[config.mk]
export PLATFORM = sky130hd
export DESIGN_NAME = ddr2_mode_ctrl
export DESIGN_NICKNAME = d
export VERILOG_FILES = /design/src/ddr2_mode_pkg.sv /design/src/ddr2_mode_ctrl.sv
export SDC_FILE = /design/constraint.sdc
export NUM_CORES = 1
export LEC_CHECK = 0
export ABC_AREA = 1
export BUFFER_PORTS_ARGS = -buffer_cell sky130_fd_sc_hd__buf_2
export CAP_MARGIN = 25
export CORE_ASPECT_RATIO = 0.6
export CORE_UTILIZATION = 58
export CTS_BUF_LIST = sky130_fd_sc_hd__clkbuf_16
export DETAILED_ROUTE_END_ITERATION = 8
export PLACE_DENSITY = 0.8
export SETUP_SLACK_MARGIN = 0.15
export SKIP_LAST_GASP = 1
export SLEW_MARGIN = 20
export SYNTH_ARGS = -nofsm -noshare
export SYNTH_HDL_FRONTEND = slang
export SYNTH_SLANG_ARGS = --single-unit
[constraint.sdc]
create_clock -name CLK -period 8.5 [get_ports CLK]
set_input_delay 1.7 -clock CLK [delete_from_list [all_inputs] [get_ports CLK]]
set_output_delay 1.7 -clock CLK [all_outputs]
set_load 0.05 [all_outputs]
[src/ddr2_mode_pkg.sv]
// Constants, types and encodings shared by the DDR2 mode register programmer.
// Assumes a single 250 MHz clock that also clocks the memory command bus.
// Summary of operation
// Mode register write is all command pins low with BA1 and BA0 low.
// Extended register 1 write is command pins low, BA0 high, BA1 low.
// Extended register 2 write is command pins low, BA1 high, BA0 low.
// Mode writes only with every bank precharged and CKE already high.
// After each mode write wait the mode command cycle time before any command.
// Every rewrite drives all fields of the register, not just changed ones.
// Mode writes and DLL reset leave the memory array untouched.
// Mode registers are undefined at power-up; each must be written first.
// Mode bits A2..A0 pick burst length 4 or 8; A3 picks burst order.
// Mode bits A6..A4 give CAS latency in whole clocks only.
// Mode bit A7 test mode must be low; A8 high requests DLL reset.
// Mode bits A11..A9 hold write recovery, ceiling of tWR over tCK.
// BA2 and A15..A13 driven zero for mode and extended register 1.
// Extended register 1 fields: DLL, drive, latency, termination, calibration, strobes.
// Device disables DLL in self refresh and re-enables it on exit.
// At least 200 clocks after DLL enable plus reset before any read.
// Extended register 2 keeps only A7 high-temperature refresh; rest zero.
// Extended register 3 write is BA2 low with BA1 and BA0 high.
// Extended register 3 is written all zero apart from bank selects.
// Each calibration command is followed by calibration exit; mode register set first.
// Drive-high mode drives data and strobes high; drive-low the inverse.
// Adjust mode takes its operation code as a burst of four.
// Calibration code A9..A7: 000 exit, 001/010 drive, 100 adjust, 111 default.
// Non-calibration extended register 1 writes carry 000 in A9..A7.
// Burst length code 010 is four, 011 is eight, others reserved.
package ddr2_mode_pkg;
  // ************************************************************
  // Timing
  // ************************************************************
  localparam int T_CK_NS = 4;
  localparam int T_RP_NS = 15;
  localparam int RP_CK = (T_RP_NS + T_CK_NS - 1) / T_CK_NS;
  localparam int T_WR_NS = 15;
  localparam int WR_CK = (T_WR_NS + T_CK_NS - 1) / T_CK_NS;
  localparam int T_MRD_CK = 2;
  localparam int DLL_LOCK_CK = 200;
  localparam int ADJ_BEATS = 4;
  localparam int DQ_W = 8;
  // ************************************************************
  // Register map and control fields
  // ************************************************************
  localparam logic [7:0] ADDR_CTRL = 8'h00;
  localparam logic [7:0] ADDR_MR = 8'h04;
  localparam logic [7:0] ADDR_EMR3 = 8'h10;
  localparam logic [7:0] ADDR_STATUS = 8'h14;
  localparam int CTRL_CKE_BIT = 0;
  localparam int CTRL_GO_BIT = 1;
  localparam int CTRL_OP_LSB = 2;
  localparam int CTRL_CAL_LSB = 8;
  localparam int CTRL_ADJ_LSB = 12;
  localparam logic [2:0] OP_CAL = 3'h4;
  localparam logic [1:0] RESP_OKAY = 2'h0;
  localparam logic [1:0] RESP_SLVERR = 2'h2;
  // ************************************************************
  // Mode register encodings
  // ************************************************************
  localparam logic [1:0] SEL_MR = 2'h0;
  localparam logic [1:0] SEL_EMR1 = 2'h1;
  localparam logic [1:0] SEL_EMR2 = 2'h2;
  localparam logic [2:0] BL4_CODE = 3'h2;
  localparam int MR_TEST_BIT = 7;
  localparam int MR_DLLRST_BIT = 8;
  localparam int EMR1_DLL_OFF_BIT = 0;
  localparam int EMR2_HTSR_BIT = 7;
  localparam logic [2:0] OCD_EXIT = 3'h0;
  localparam logic [2:0] OCD_DRIVE1 = 3'h1;
  localparam logic [2:0] OCD_DRIVE0 = 3'h2;
  localparam logic [2:0] OCD_ADJUST = 3'h4;
  localparam logic [2:0] OCD_DEFAULT = 3'h7;

  typedef enum logic [2:0] {ST_IDLE, ST_PRE_WAIT, ST_MRD_WAIT, ST_ADJ_WAIT, ST_ADJ_BURST} state_type;

  typedef struct packed {
    logic cs_n;
    logic ras_n;
    logic cas_n;
    logic we_n;
    logic [2:0] ba;
    logic [15:0] addr;
  } ddr_cmd_type;

  localparam ddr_cmd_type CMD_NOP = '{cs_n: 1'b0, ras_n: 1'b1, cas_n: 1'b1, we_n: 1'b1, ba: 3'h0, addr: 16'h0000};
  localparam ddr_cmd_type CMD_PREALL = '{cs_n: 1'b0, ras_n: 1'b0, cas_n: 1'b1, we_n: 1'b0, ba: 3'h0, addr: 16'h0400};
endpackage

[src/ddr2_mode_ctrl.sv]
// DDR2 mode register programmer: AXI4-Lite slave in, DDR2 command pins out.
// Assumes CLK also clocks the memory, and the bus above waits for answers.
//
// The AXI4-Lite slave port and the address map are this design's own decisions.
`timescale 1ns/10ps
module ddr2_mode_ctrl
  import ddr2_mode_pkg::*;
(
  // Clock and reset
  input wire logic CLK,
  input wire logic RST,
  // AXI4-Lite write channels
  input wire logic [7:0] S_AXI_AWADDR,
  input wire logic S_AXI_AWVALID,
  output logic S_AXI_AWREADY,
  input wire logic [31:0] S_AXI_WDATA,
  input wire logic [3:0] S_AXI_WSTRB,
  input wire logic S_AXI_WVALID,
  output logic S_AXI_WREADY,
  output logic [1:0] S_AXI_BRESP,
  output logic S_AXI_BVALID,
  input wire logic S_AXI_BREADY,
  // AXI4-Lite read channels
  input wire logic [7:0] S_AXI_ARADDR,
  input wire logic S_AXI_ARVALID,
  output logic S_AXI_ARREADY,
  output logic [31:0] S_AXI_RDATA,
  output logic [1:0] S_AXI_RRESP,
  output logic S_AXI_RVALID,
  input wire logic S_AXI_RREADY,
  // Memory command bus
  output ddr_cmd_type DDR_CMD,
  output logic DDR_CKE,
  // Data pins used only for the adjust burst
  output logic [DQ_W-1:0] DQ_OUT,
  output logic DQ_OE_N,
  output logic DQS_OUT,
  output logic DQS_OE_N
);

  typedef struct packed {
    state_type st;
    logic [7:0] cnt;
    logic [15:0] ctrl;
    logic [3:0][15:0] shadow;
    logic [3:0] written;
    logic [7:0] dll_cnt;
    logic dll_ready;
    logic err;
    logic [1:0] sel;
    logic cal;
    logic [2:0] cal_code;
    logic [1:0] beat;
    logic aw_held;
    logic [7:0] awaddr;
    logic w_held;
    logic [31:0] wdata;
    logic [3:0] wstrb;
    logic bvalid;
    logic [1:0] bresp;
    logic rvalid;
    logic [31:0] rdata;
    logic [1:0] rresp;
    ddr_cmd_type cmd;
    logic [DQ_W-1:0] dq;
    logic dq_oe_n;
    logic dqs;
  } regs_type;

  regs_type r;
  regs_type n;
  logic go;
  logic err_set;
  logic [2:0] op;
  logic [3:0] wl;
  ddr_cmd_type mcmd;

  // ************************************************************
  // Helpers
  // ************************************************************
  function automatic logic [31:0] wmerge(input logic [31:0] old, input logic [31:0] data, input logic [3:0] strb);
    logic [31:0] v;
    v = old;
    for (int i = 0; i < 4; i++)
    begin
      if (strb[i])
      begin
        v[i*8 +: 8] = data[i*8 +: 8];
      end
    end
    return v;
  endfunction

  // Shadow registers sit at consecutive words after the control word
  function automatic logic shadow_hit(input logic [7:0] a);
    return (a >= ADDR_MR) && (a <= ADDR_EMR3) && (a[1:0] == 2'h0);
  endfunction

  function automatic logic [1:0] shadow_idx(input logic [7:0] a);
    return 2'(a[4:2] - 3'h1);
  endfunction

  // Whole register is always rebuilt from the shadow, reserved fields forced
  function automatic ddr_cmd_type mode_cmd(input logic [1:0] sel, input logic [3:0][15:0] sh,
                                           input logic [2:0] code);
    ddr_cmd_type c;
    logic [15:0] v;
    v = 16'h0000;
    case (sel)
      SEL_MR:
      begin
        v = sh[0];
        v[MR_TEST_BIT] = 1'b0;
        v[11:9] = 3'(WR_CK);
      end
      SEL_EMR1:
      begin
        v = sh[1];
        v[9:7] = code;
      end
      SEL_EMR2:
      begin
        v[EMR2_HTSR_BIT] = sh[2][EMR2_HTSR_BIT];
      end
      default:
      begin
        v = 16'h0000;
      end
    endcase
    v[15:13] = 3'h0;
    c.cs_n = 1'b0;
    c.ras_n = 1'b0;
    c.cas_n = 1'b0;
    c.we_n = 1'b0;
    c.ba = {1'b0, sel};
    c.addr = v;
    return c;
  endfunction

  // ************************************************************
  // Next state
  // ************************************************************
  always_comb
  begin
    n = r;
    go = 1'b0;
    err_set = 1'b0;
    op = r.ctrl[CTRL_OP_LSB +: 3];
    mcmd = mode_cmd(r.sel, r.shadow, r.cal_code);
    wl = 4'({1'b0, r.shadow[1][5:3]} + {1'b0, r.shadow[0][6:4]} - 4'h1);
    // A zero sum wraps to 4'hF, so both ends are clamped to one
    if (wl == 4'h0 || wl == 4'hF)
    begin
      wl = 4'h1;
    end
    n.cmd = CMD_NOP;
    n.dq = '0;
    n.dq_oe_n = 1'b1;
    n.dqs = 1'b0;

    // Bus write: address and data are taken in either order
    if (S_AXI_AWVALID && S_AXI_AWREADY)
    begin
      n.aw_held = 1'b1;
      n.awaddr = S_AXI_AWADDR;
    end
    if (S_AXI_WVALID && S_AXI_WREADY)
    begin
      n.w_held = 1'b1;
      n.wdata = S_AXI_WDATA;
      n.wstrb = S_AXI_WSTRB;
    end
    if (S_AXI_BVALID && S_AXI_BREADY)
    begin
      n.bvalid = 1'b0;
    end
    if (r.aw_held && r.w_held && !r.bvalid)
    begin
      n.aw_held = 1'b0;
      n.w_held = 1'b0;
      n.bvalid = 1'b1;
      n.bresp = RESP_OKAY;
      if (r.awaddr == ADDR_CTRL)
      begin
        n.ctrl = 16'(wmerge({16'h0000, r.ctrl}, r.wdata, r.wstrb));
        n.ctrl[CTRL_GO_BIT] = 1'b0;
        go = r.wstrb[0] && r.wdata[CTRL_GO_BIT];
        op = r.wdata[CTRL_OP_LSB +: 3];
      end
      else if (shadow_hit(r.awaddr))
      begin
        n.shadow[shadow_idx(r.awaddr)] = 16'(wmerge({16'h0000, r.shadow[shadow_idx(r.awaddr)]}, r.wdata, r.wstrb));
      end
      else if (r.awaddr != ADDR_STATUS)
      begin
        n.bresp = RESP_SLVERR;
      end
    end

    // Bus read
    if (S_AXI_RVALID && S_AXI_RREADY)
    begin
      n.rvalid = 1'b0;
    end
    if (S_AXI_ARVALID && S_AXI_ARREADY)
    begin
      n.rvalid = 1'b1;
      n.rresp = RESP_OKAY;
      n.rdata = 32'h0000_0000;
      if (S_AXI_ARADDR == ADDR_CTRL)
      begin
        n.rdata[15:0] = r.ctrl;
      end
      else if (shadow_hit(S_AXI_ARADDR))
      begin
        n.rdata[15:0] = r.shadow[shadow_idx(S_AXI_ARADDR)];
      end
      else if (S_AXI_ARADDR == ADDR_STATUS)
      begin
        n.rdata[6:0] = {r.err, r.dll_ready, r.written, r.st != ST_IDLE};
      end
      else
      begin
        n.rresp = RESP_SLVERR;
      end
    end

    // Start checks; the order bits come from the same write as go
    if (go)
    begin
      if (r.st != ST_IDLE || !n.ctrl[CTRL_CKE_BIT] || op > OP_CAL)
      begin
        err_set = 1'b1;
      end
      if (op == OP_CAL && !r.written[SEL_MR])
      begin
        err_set = 1'b1;
      end
      if (op == OP_CAL && n.ctrl[CTRL_CAL_LSB +: 3] == OCD_ADJUST && r.shadow[0][2:0] != BL4_CODE)
      begin
        err_set = 1'b1;
      end
    end
    // A new order clears the error, but its own fault still sets it
    n.err = (go ? 1'b0 : r.err) | err_set;

    if (r.dll_cnt != 8'h00)
    begin
      n.dll_cnt = 8'(r.dll_cnt - 8'h01);
      if (r.dll_cnt == 8'h01)
      begin
        n.dll_ready = 1'b1;
      end
    end
    if (r.cnt != 8'h00)
    begin
      n.cnt = 8'(r.cnt - 8'h01);
    end

    case (r.st)
      ST_IDLE:
      begin
        if (go && !err_set)
        begin
          n.cal = (op == OP_CAL);
          n.sel = (op == OP_CAL) ? SEL_EMR1 : op[1:0];
          n.cal_code = (op == OP_CAL) ? n.ctrl[CTRL_CAL_LSB +: 3] : OCD_EXIT;
          // Banks may hold open rows from other traffic, so close them all
          n.cmd = CMD_PREALL;
          n.cnt = 8'(RP_CK - 1);
          n.st = ST_PRE_WAIT;
        end
      end
      ST_PRE_WAIT:
      begin
        if (r.cnt == 8'h00)
        begin
          n.cmd = mcmd;
          n.written[r.sel] = 1'b1;
          if (r.sel == SEL_MR && mcmd.addr[MR_DLLRST_BIT] && r.written[SEL_EMR1]
              && !r.shadow[1][EMR1_DLL_OFF_BIT])
          begin
            n.dll_cnt = 8'(DLL_LOCK_CK);
            n.dll_ready = 1'b0;
          end
          if (r.sel == SEL_EMR1 && mcmd.addr[EMR1_DLL_OFF_BIT])
          begin
            n.dll_cnt = 8'h00;
            n.dll_ready = 1'b0;
          end
          if (r.cal && r.cal_code == OCD_ADJUST)
          begin
            n.cnt = 8'(wl - 4'h1);
            n.st = ST_ADJ_WAIT;
          end
          else
          begin
            n.cnt = 8'(T_MRD_CK - 1);
            n.st = ST_MRD_WAIT;
          end
        end
      end
      ST_MRD_WAIT:
      begin
        if (r.cnt == 8'h00)
        begin
          if (r.cal && r.cal_code != OCD_EXIT)
          begin
            // Drive and default modes end at once; no other command in between
            n.cal_code = OCD_EXIT;
            n.cmd = mode_cmd(SEL_EMR1, r.shadow, OCD_EXIT);
            n.cnt = 8'(T_MRD_CK - 1);
          end
          else
          begin
            n.st = ST_IDLE;
          end
        end
      end
      ST_ADJ_WAIT:
      begin
        if (r.cnt == 8'h00)
        begin
          n.beat = 2'h0;
          n.dq = {DQ_W{r.ctrl[CTRL_ADJ_LSB]}};
          n.dq_oe_n = 1'b0;
          n.dqs = 1'b1;
          n.st = ST_ADJ_BURST;
        end
      end
      ST_ADJ_BURST:
      begin
        // One beat per CLK: the code is held a full cycle, not a half
        if (r.beat == 2'(ADJ_BEATS - 1))
        begin
          n.cnt = 8'h00;
          n.st = ST_MRD_WAIT;
        end
        else
        begin
          n.beat = 2'(r.beat + 2'h1);
          n.dq = {DQ_W{r.ctrl[CTRL_ADJ_LSB + int'(n.beat)]}};
          n.dq_oe_n = 1'b0;
          n.dqs = ~n.beat[0];
        end
      end
      default:
      begin
        n.st = ST_IDLE;
      end
    endcase
  end

  // ************************************************************
  // State register
  // ************************************************************
  always_ff @(posedge CLK or posedge RST)
  begin
    if (RST)
    begin
      r <= '0;
      r.st <= ST_IDLE;
      r.cmd <= CMD_NOP;
      r.dq_oe_n <= 1'b1;
    end
    else
    begin
      r <= n;
    end
  end

  // ************************************************************
  // Outputs
  // ************************************************************
  assign S_AXI_AWREADY = !r.aw_held && !r.bvalid;
  assign S_AXI_WREADY = !r.w_held && !r.bvalid;
  assign S_AXI_BVALID = r.bvalid;
  assign S_AXI_BRESP = r.bresp;
  assign S_AXI_ARREADY = !r.rvalid;
  assign S_AXI_RVALID = r.rvalid;
  assign S_AXI_RDATA = r.rdata;
  assign S_AXI_RRESP = r.rresp;
  assign DDR_CMD = r.cmd;
  assign DDR_CKE = r.ctrl[CTRL_CKE_BIT];
  assign DQ_OUT = r.dq;
  assign DQ_OE_N = r.dq_oe_n;
  assign DQS_OUT = r.dqs;
  assign DQS_OE_N = r.dq_oe_n;

endmodule

==> results by group <==
Clocking
  • CTS tree: built
  • CTS Buffer Depth: 2
  • Post-CTS Setup Inserts: 0
  • Clock root cell: clkbuf_16
  • Clock Pin Slew Worst Setup and Hold Paths: 70 ps
  • Hold Buf Count CTS: 0
  • Resized Gates After CTS: 0
  • H-tree depth: 4
  • Cts bufs inserted: 17
  • # clock sinks: 180
  • Worst-skew pair later-pin latency: 430 ps

Finish
  • Multi-input combinational cell area: 4070 um^2
  • Antenna cells: 0
  • Layout cells sized above 1: 14.2%
  • Post-layout util: 64.9%
  • Sequential cell area: 4510 um^2
  • Syn-to-layout area delta: 8.13%
  • Filler instances: 1,376
  • Final #Nets: 1,338

Setup path
  • Crit-path cells: buf_2 -> inv_1 -> ha_1 -> clkinv_1 -> a21oi_1 -> o21ai_0 -> a21oi_1 -> a21oi_1 -> o21ai_0
  • Critical path data required time: 8850 ps
  • Worst path depth: 9
  • Peak fanout along the critical path: 52
  • Critical path buffers and inverters: 3
  • Setup CP Type: in -> reg
  • Arr. time, crit path: 5630 ps
  • Worst Setup SP: S_AXI_ARADDR[2]
  • Crit start category: input pin
  • Crit path largest cell delay: 910 ps
  • Delay-heaviest family, CP: buffers and inverters
  • Worst reg2reg setup slack: 4990 ps
  • R2r startpoint: r[110]
  • Reg2reg end: r[222]
  • R2R depth: 15
  • Crit-path slowest cell: ha_1
  • Most frequent CP cell: a21oi_1
  • Worst Setup End Kind: flip-flop

Route
  • Antenna Nets Post-Route: 0
  • Met2 WL: 10,600 um
  • Residual DRC: 0
  • Via/cell ratio: 5.68
  • DR WL met3: 3910 um
  • Met1 WL: 11,800 um
  • Wire per inst: 17.8 um
  • Top layer used by detailed routing: met4
  • First-pass DRT Iterations: 5
  • Post-Route WL: 26,700 um
  • Vias: 8,509
  • Drt first-iter violations: 1,059

Die
  • Initial core utilization: 60.0%
  • Rows: 36
  • Die X: 170 um
  • Total Die Area: 17,500 um^2
  • Die Span Y: 103 um
  • Io pins: 135
  • Core box area: 16,400 um^2

Global routing
  • First-pass GRT wire length: 41,400 um
  • Overall Global Routing Usage: 32.0%
  • Vias in the first global route: 7,631
  • Initial antenna violation count: 0
  • GRT overflow: 0
  • Largest net degree at the start of global routing: 104

Timing
  • Relative slew slack: 34.2%
  • Actual slew at the worst max-slew pin: 986 ps
  • Final worst path period need: 5280 ps
  • # setup viols final: 0
  • Setup Skew: 5.33 ps
  • RSZ-0062 raised after global routing: false
  • Final hold vios: 0
  • Peak Freq: 189 MHz
  • Fin. max-slew vios: 0
  • Final TNS setup: 0 ps
  • Final period util: 62.1%

Place
  • Port-buffer cells: 93
  • Placer Congestion: 0.963
  • DP HPWL: 18,500 um

Worst hold path
  • HP Class: reg -> reg
  • Min-delay src: r[138]
  • Hold Path Sink: r[138]
  • Hold path depth: 2

Yosys
  • Synth Instances: 1,227
  • Mean Syn Cell Area: 8.02 um^2
  • Main synth FF type: dfrtp_1
  • Post-synth EDFFs: 0
  • Synth async-reset ratio: 100%
  • Netlist cell types: 51
  • Seq/Total Area, Yosys: 45.8%
  • Netlist Area Pre-Place: 9840 um^2
  • Synth warnings: 0
  • Post-synthesis register bit count: 180

Power
  • NetSw: 1.14 mW
  • Power Total: 2.83 mW
  • Comb pwr share: 34.4%
  • PD cells: 266 nW/um^2
  • Leak: 5.30 nW
  • Sw frac: 40.4%
  • Pint: 1.68 mW
  • Share of power burned in registers: 38.9%
  • Peak VDD IR: 0.000274 V
  • Clock Power Share: 26.8%

Outcome
  • Status: completed

Flow run
  • MaxCap Viol Count: 0
==> power by group through the flow <==
stage | Clock (mW) | Combinational [mW] | Sequential, mW
after floorplan | 0 | 0.718 | 1.08
after global placement | 0 | 0.909 | 1.10
after detailed placement | 0 | 0.929 | 1.10
after CTS | 0.759 | 0.936 | 1.09
after global routing | 0.793 | 1.07 | 1.11
final | 0.756 | 0.971 | 1.10
==> worst register-to-register path, stage by stage (launching register included) <==
cell     delay, ps
dfrtp_1        320
buf_4          340
inv_2          390
ha_1           380
inv_1          480
nor2_1         130
nand3_2        170
nand2_1         70
nand2_1        150
nand3_1        150
a21oi_4        190
nand2_4        170
nand2_4        150
nand3_1        170
nand2_1        120
inv_1           40
==> cells in the mapped netlist, types with 3 or more instances <==
| cell | number | area (um^2) |
|---|---|---|
| inv_1 | 153 | 574 |
| dfrtp_1 | 177 | 4430 |
| nand4_1 | 4 | 25.0 |
| clkinv_1 | 3 | 11.3 |
| ha_1 | 21 | 263 |
| nor2_2 | 5 | 31.3 |
| a31oi_1 | 19 | 119 |
| nor2_1 | 99 | 372 |
| nand2_1 | 197 | 739 |
| clkbuf_1 | 35 | 131 |
| o22ai_1 | 12 | 75.1 |
| xnor2_1 | 5 | 43.8 |
| nand3_1 | 38 | 190 |
| a21oi_1 | 111 | 556 |
| o211ai_1 | 10 | 75.1 |
| o31ai_1 | 3 | 22.5 |
| nand2_2 | 6 | 37.5 |
| inv_2 | 8 | 30.0 |
| mux2_2 | 7 | 78.8 |
| o21ai_1 | 14 | 70.1 |
| buf_4 | 71 | 533 |
| nand2_4 | 3 | 33.8 |
| o21ai_0 | 170 | 851 |
| nor3_1 | 6 | 30.0 |
| dfstp_2 | 3 | 78.8 |
| xor2_1 | 5 | 43.8 |
| buf_2 | 7 | 35.0 |
==> per-stage QoR <==
stage                     instances  hold slack (ps)  worst slack [ps]  cell area, um^2
after floorplan                1249              418              1920             9920
after global placement         1463              433              3190            10000
after detailed placement       1463              437              3070            10000
after CTS                      1495              452              3460            10600
after global routing           1498              501              3150            10600
final                          1498              453              3220            10600
==> area by class of cell <==
cell class,instances,area share [%]
Inverter,165,5.88
Tap cell,228,2.68
Multi-Input combinational cell,789,38.3
Sequential cell,180,42.4
Clock inverter,15,1.18
Timing Repair Buffer,104,5.60
Clock buffer,17,4.00
==> worst max-delay path by stage <==
stage	end	slack [ps]
after CTS	S_AXI_RDATA[13]	3460
after floorplan	DDR_CKE	1920
after detailed placement	S_AXI_RDATA[13]	3070
after global placement	S_AXI_RDATA[1]	3190
after global routing	S_AXI_RDATA[13]	3150
final	S_AXI_RDATA[13]	3220
==> per-layer routing <==
layer | global-route usage (%) | vias to the layer above
met5 | 0 | -
met4 | 9.70 | 0
met3 | 10.6 | 39
met2 | 43.4 | 545
met1 | 48.0 | 3950
li1 | - | 3975
==> cells in the final DEF (no fill, tap or decap), types with 3 or more instances in the layout <==
| cell | netlist | routed |
|---|---|---|
| ha_1 | 21 | 21 |
| inv_1 | 153 | 155 |
| buf_4 | 71 | 8 |
| conb_1 | 1 | 23 |
| nand2_2 | 6 | 6 |
| o21ai_0 | 170 | 170 |
| a31oi_1 | 19 | 19 |
| clkinv_1 | 3 | 5 |
| xor2_1 | 5 | 5 |
| o211ai_1 | 10 | 10 |
| dfrtp_1 | 177 | 177 |
| o22ai_1 | 12 | 12 |
| mux2_2 | 7 | 7 |
| nand3_1 | 38 | 38 |
| nand2_4 | 3 | 3 |
| nor2_2 | 5 | 6 |
| clkbuf_16 | 0 | 17 |
| xnor2_1 | 5 | 5 |
| a21oi_1 | 111 | 111 |
| nor3_1 | 6 | 6 |
| buf_2 | 7 | 93 |
| inv_2 | 8 | 8 |
| nand4_1 | 4 | 4 |
| nand2_1 | 197 | 197 |
| dfstp_2 | 3 | 3 |
| o31ai_1 | 3 | 3 |
| o21ai_1 | 14 | 14 |
| nor2_1 | 99 | 98 |
| clkinv_2 | 1 | 7 |
==> cells by family (layout without fill, tap and decap cells) <==
family	count (synthesis)	count (layout)	synth area share [%]
flops	180	180	45.8
mux	7	7	0.801
other cells	1	23	0.0381
xor+xnor	10	10	0.890
fa+ha+maj	22	22	2.87
simple gates	374	374	16.6
buf+inv	280	301	13.6
compound gates	353	353	19.4
(Power assumes the default switching activity.)
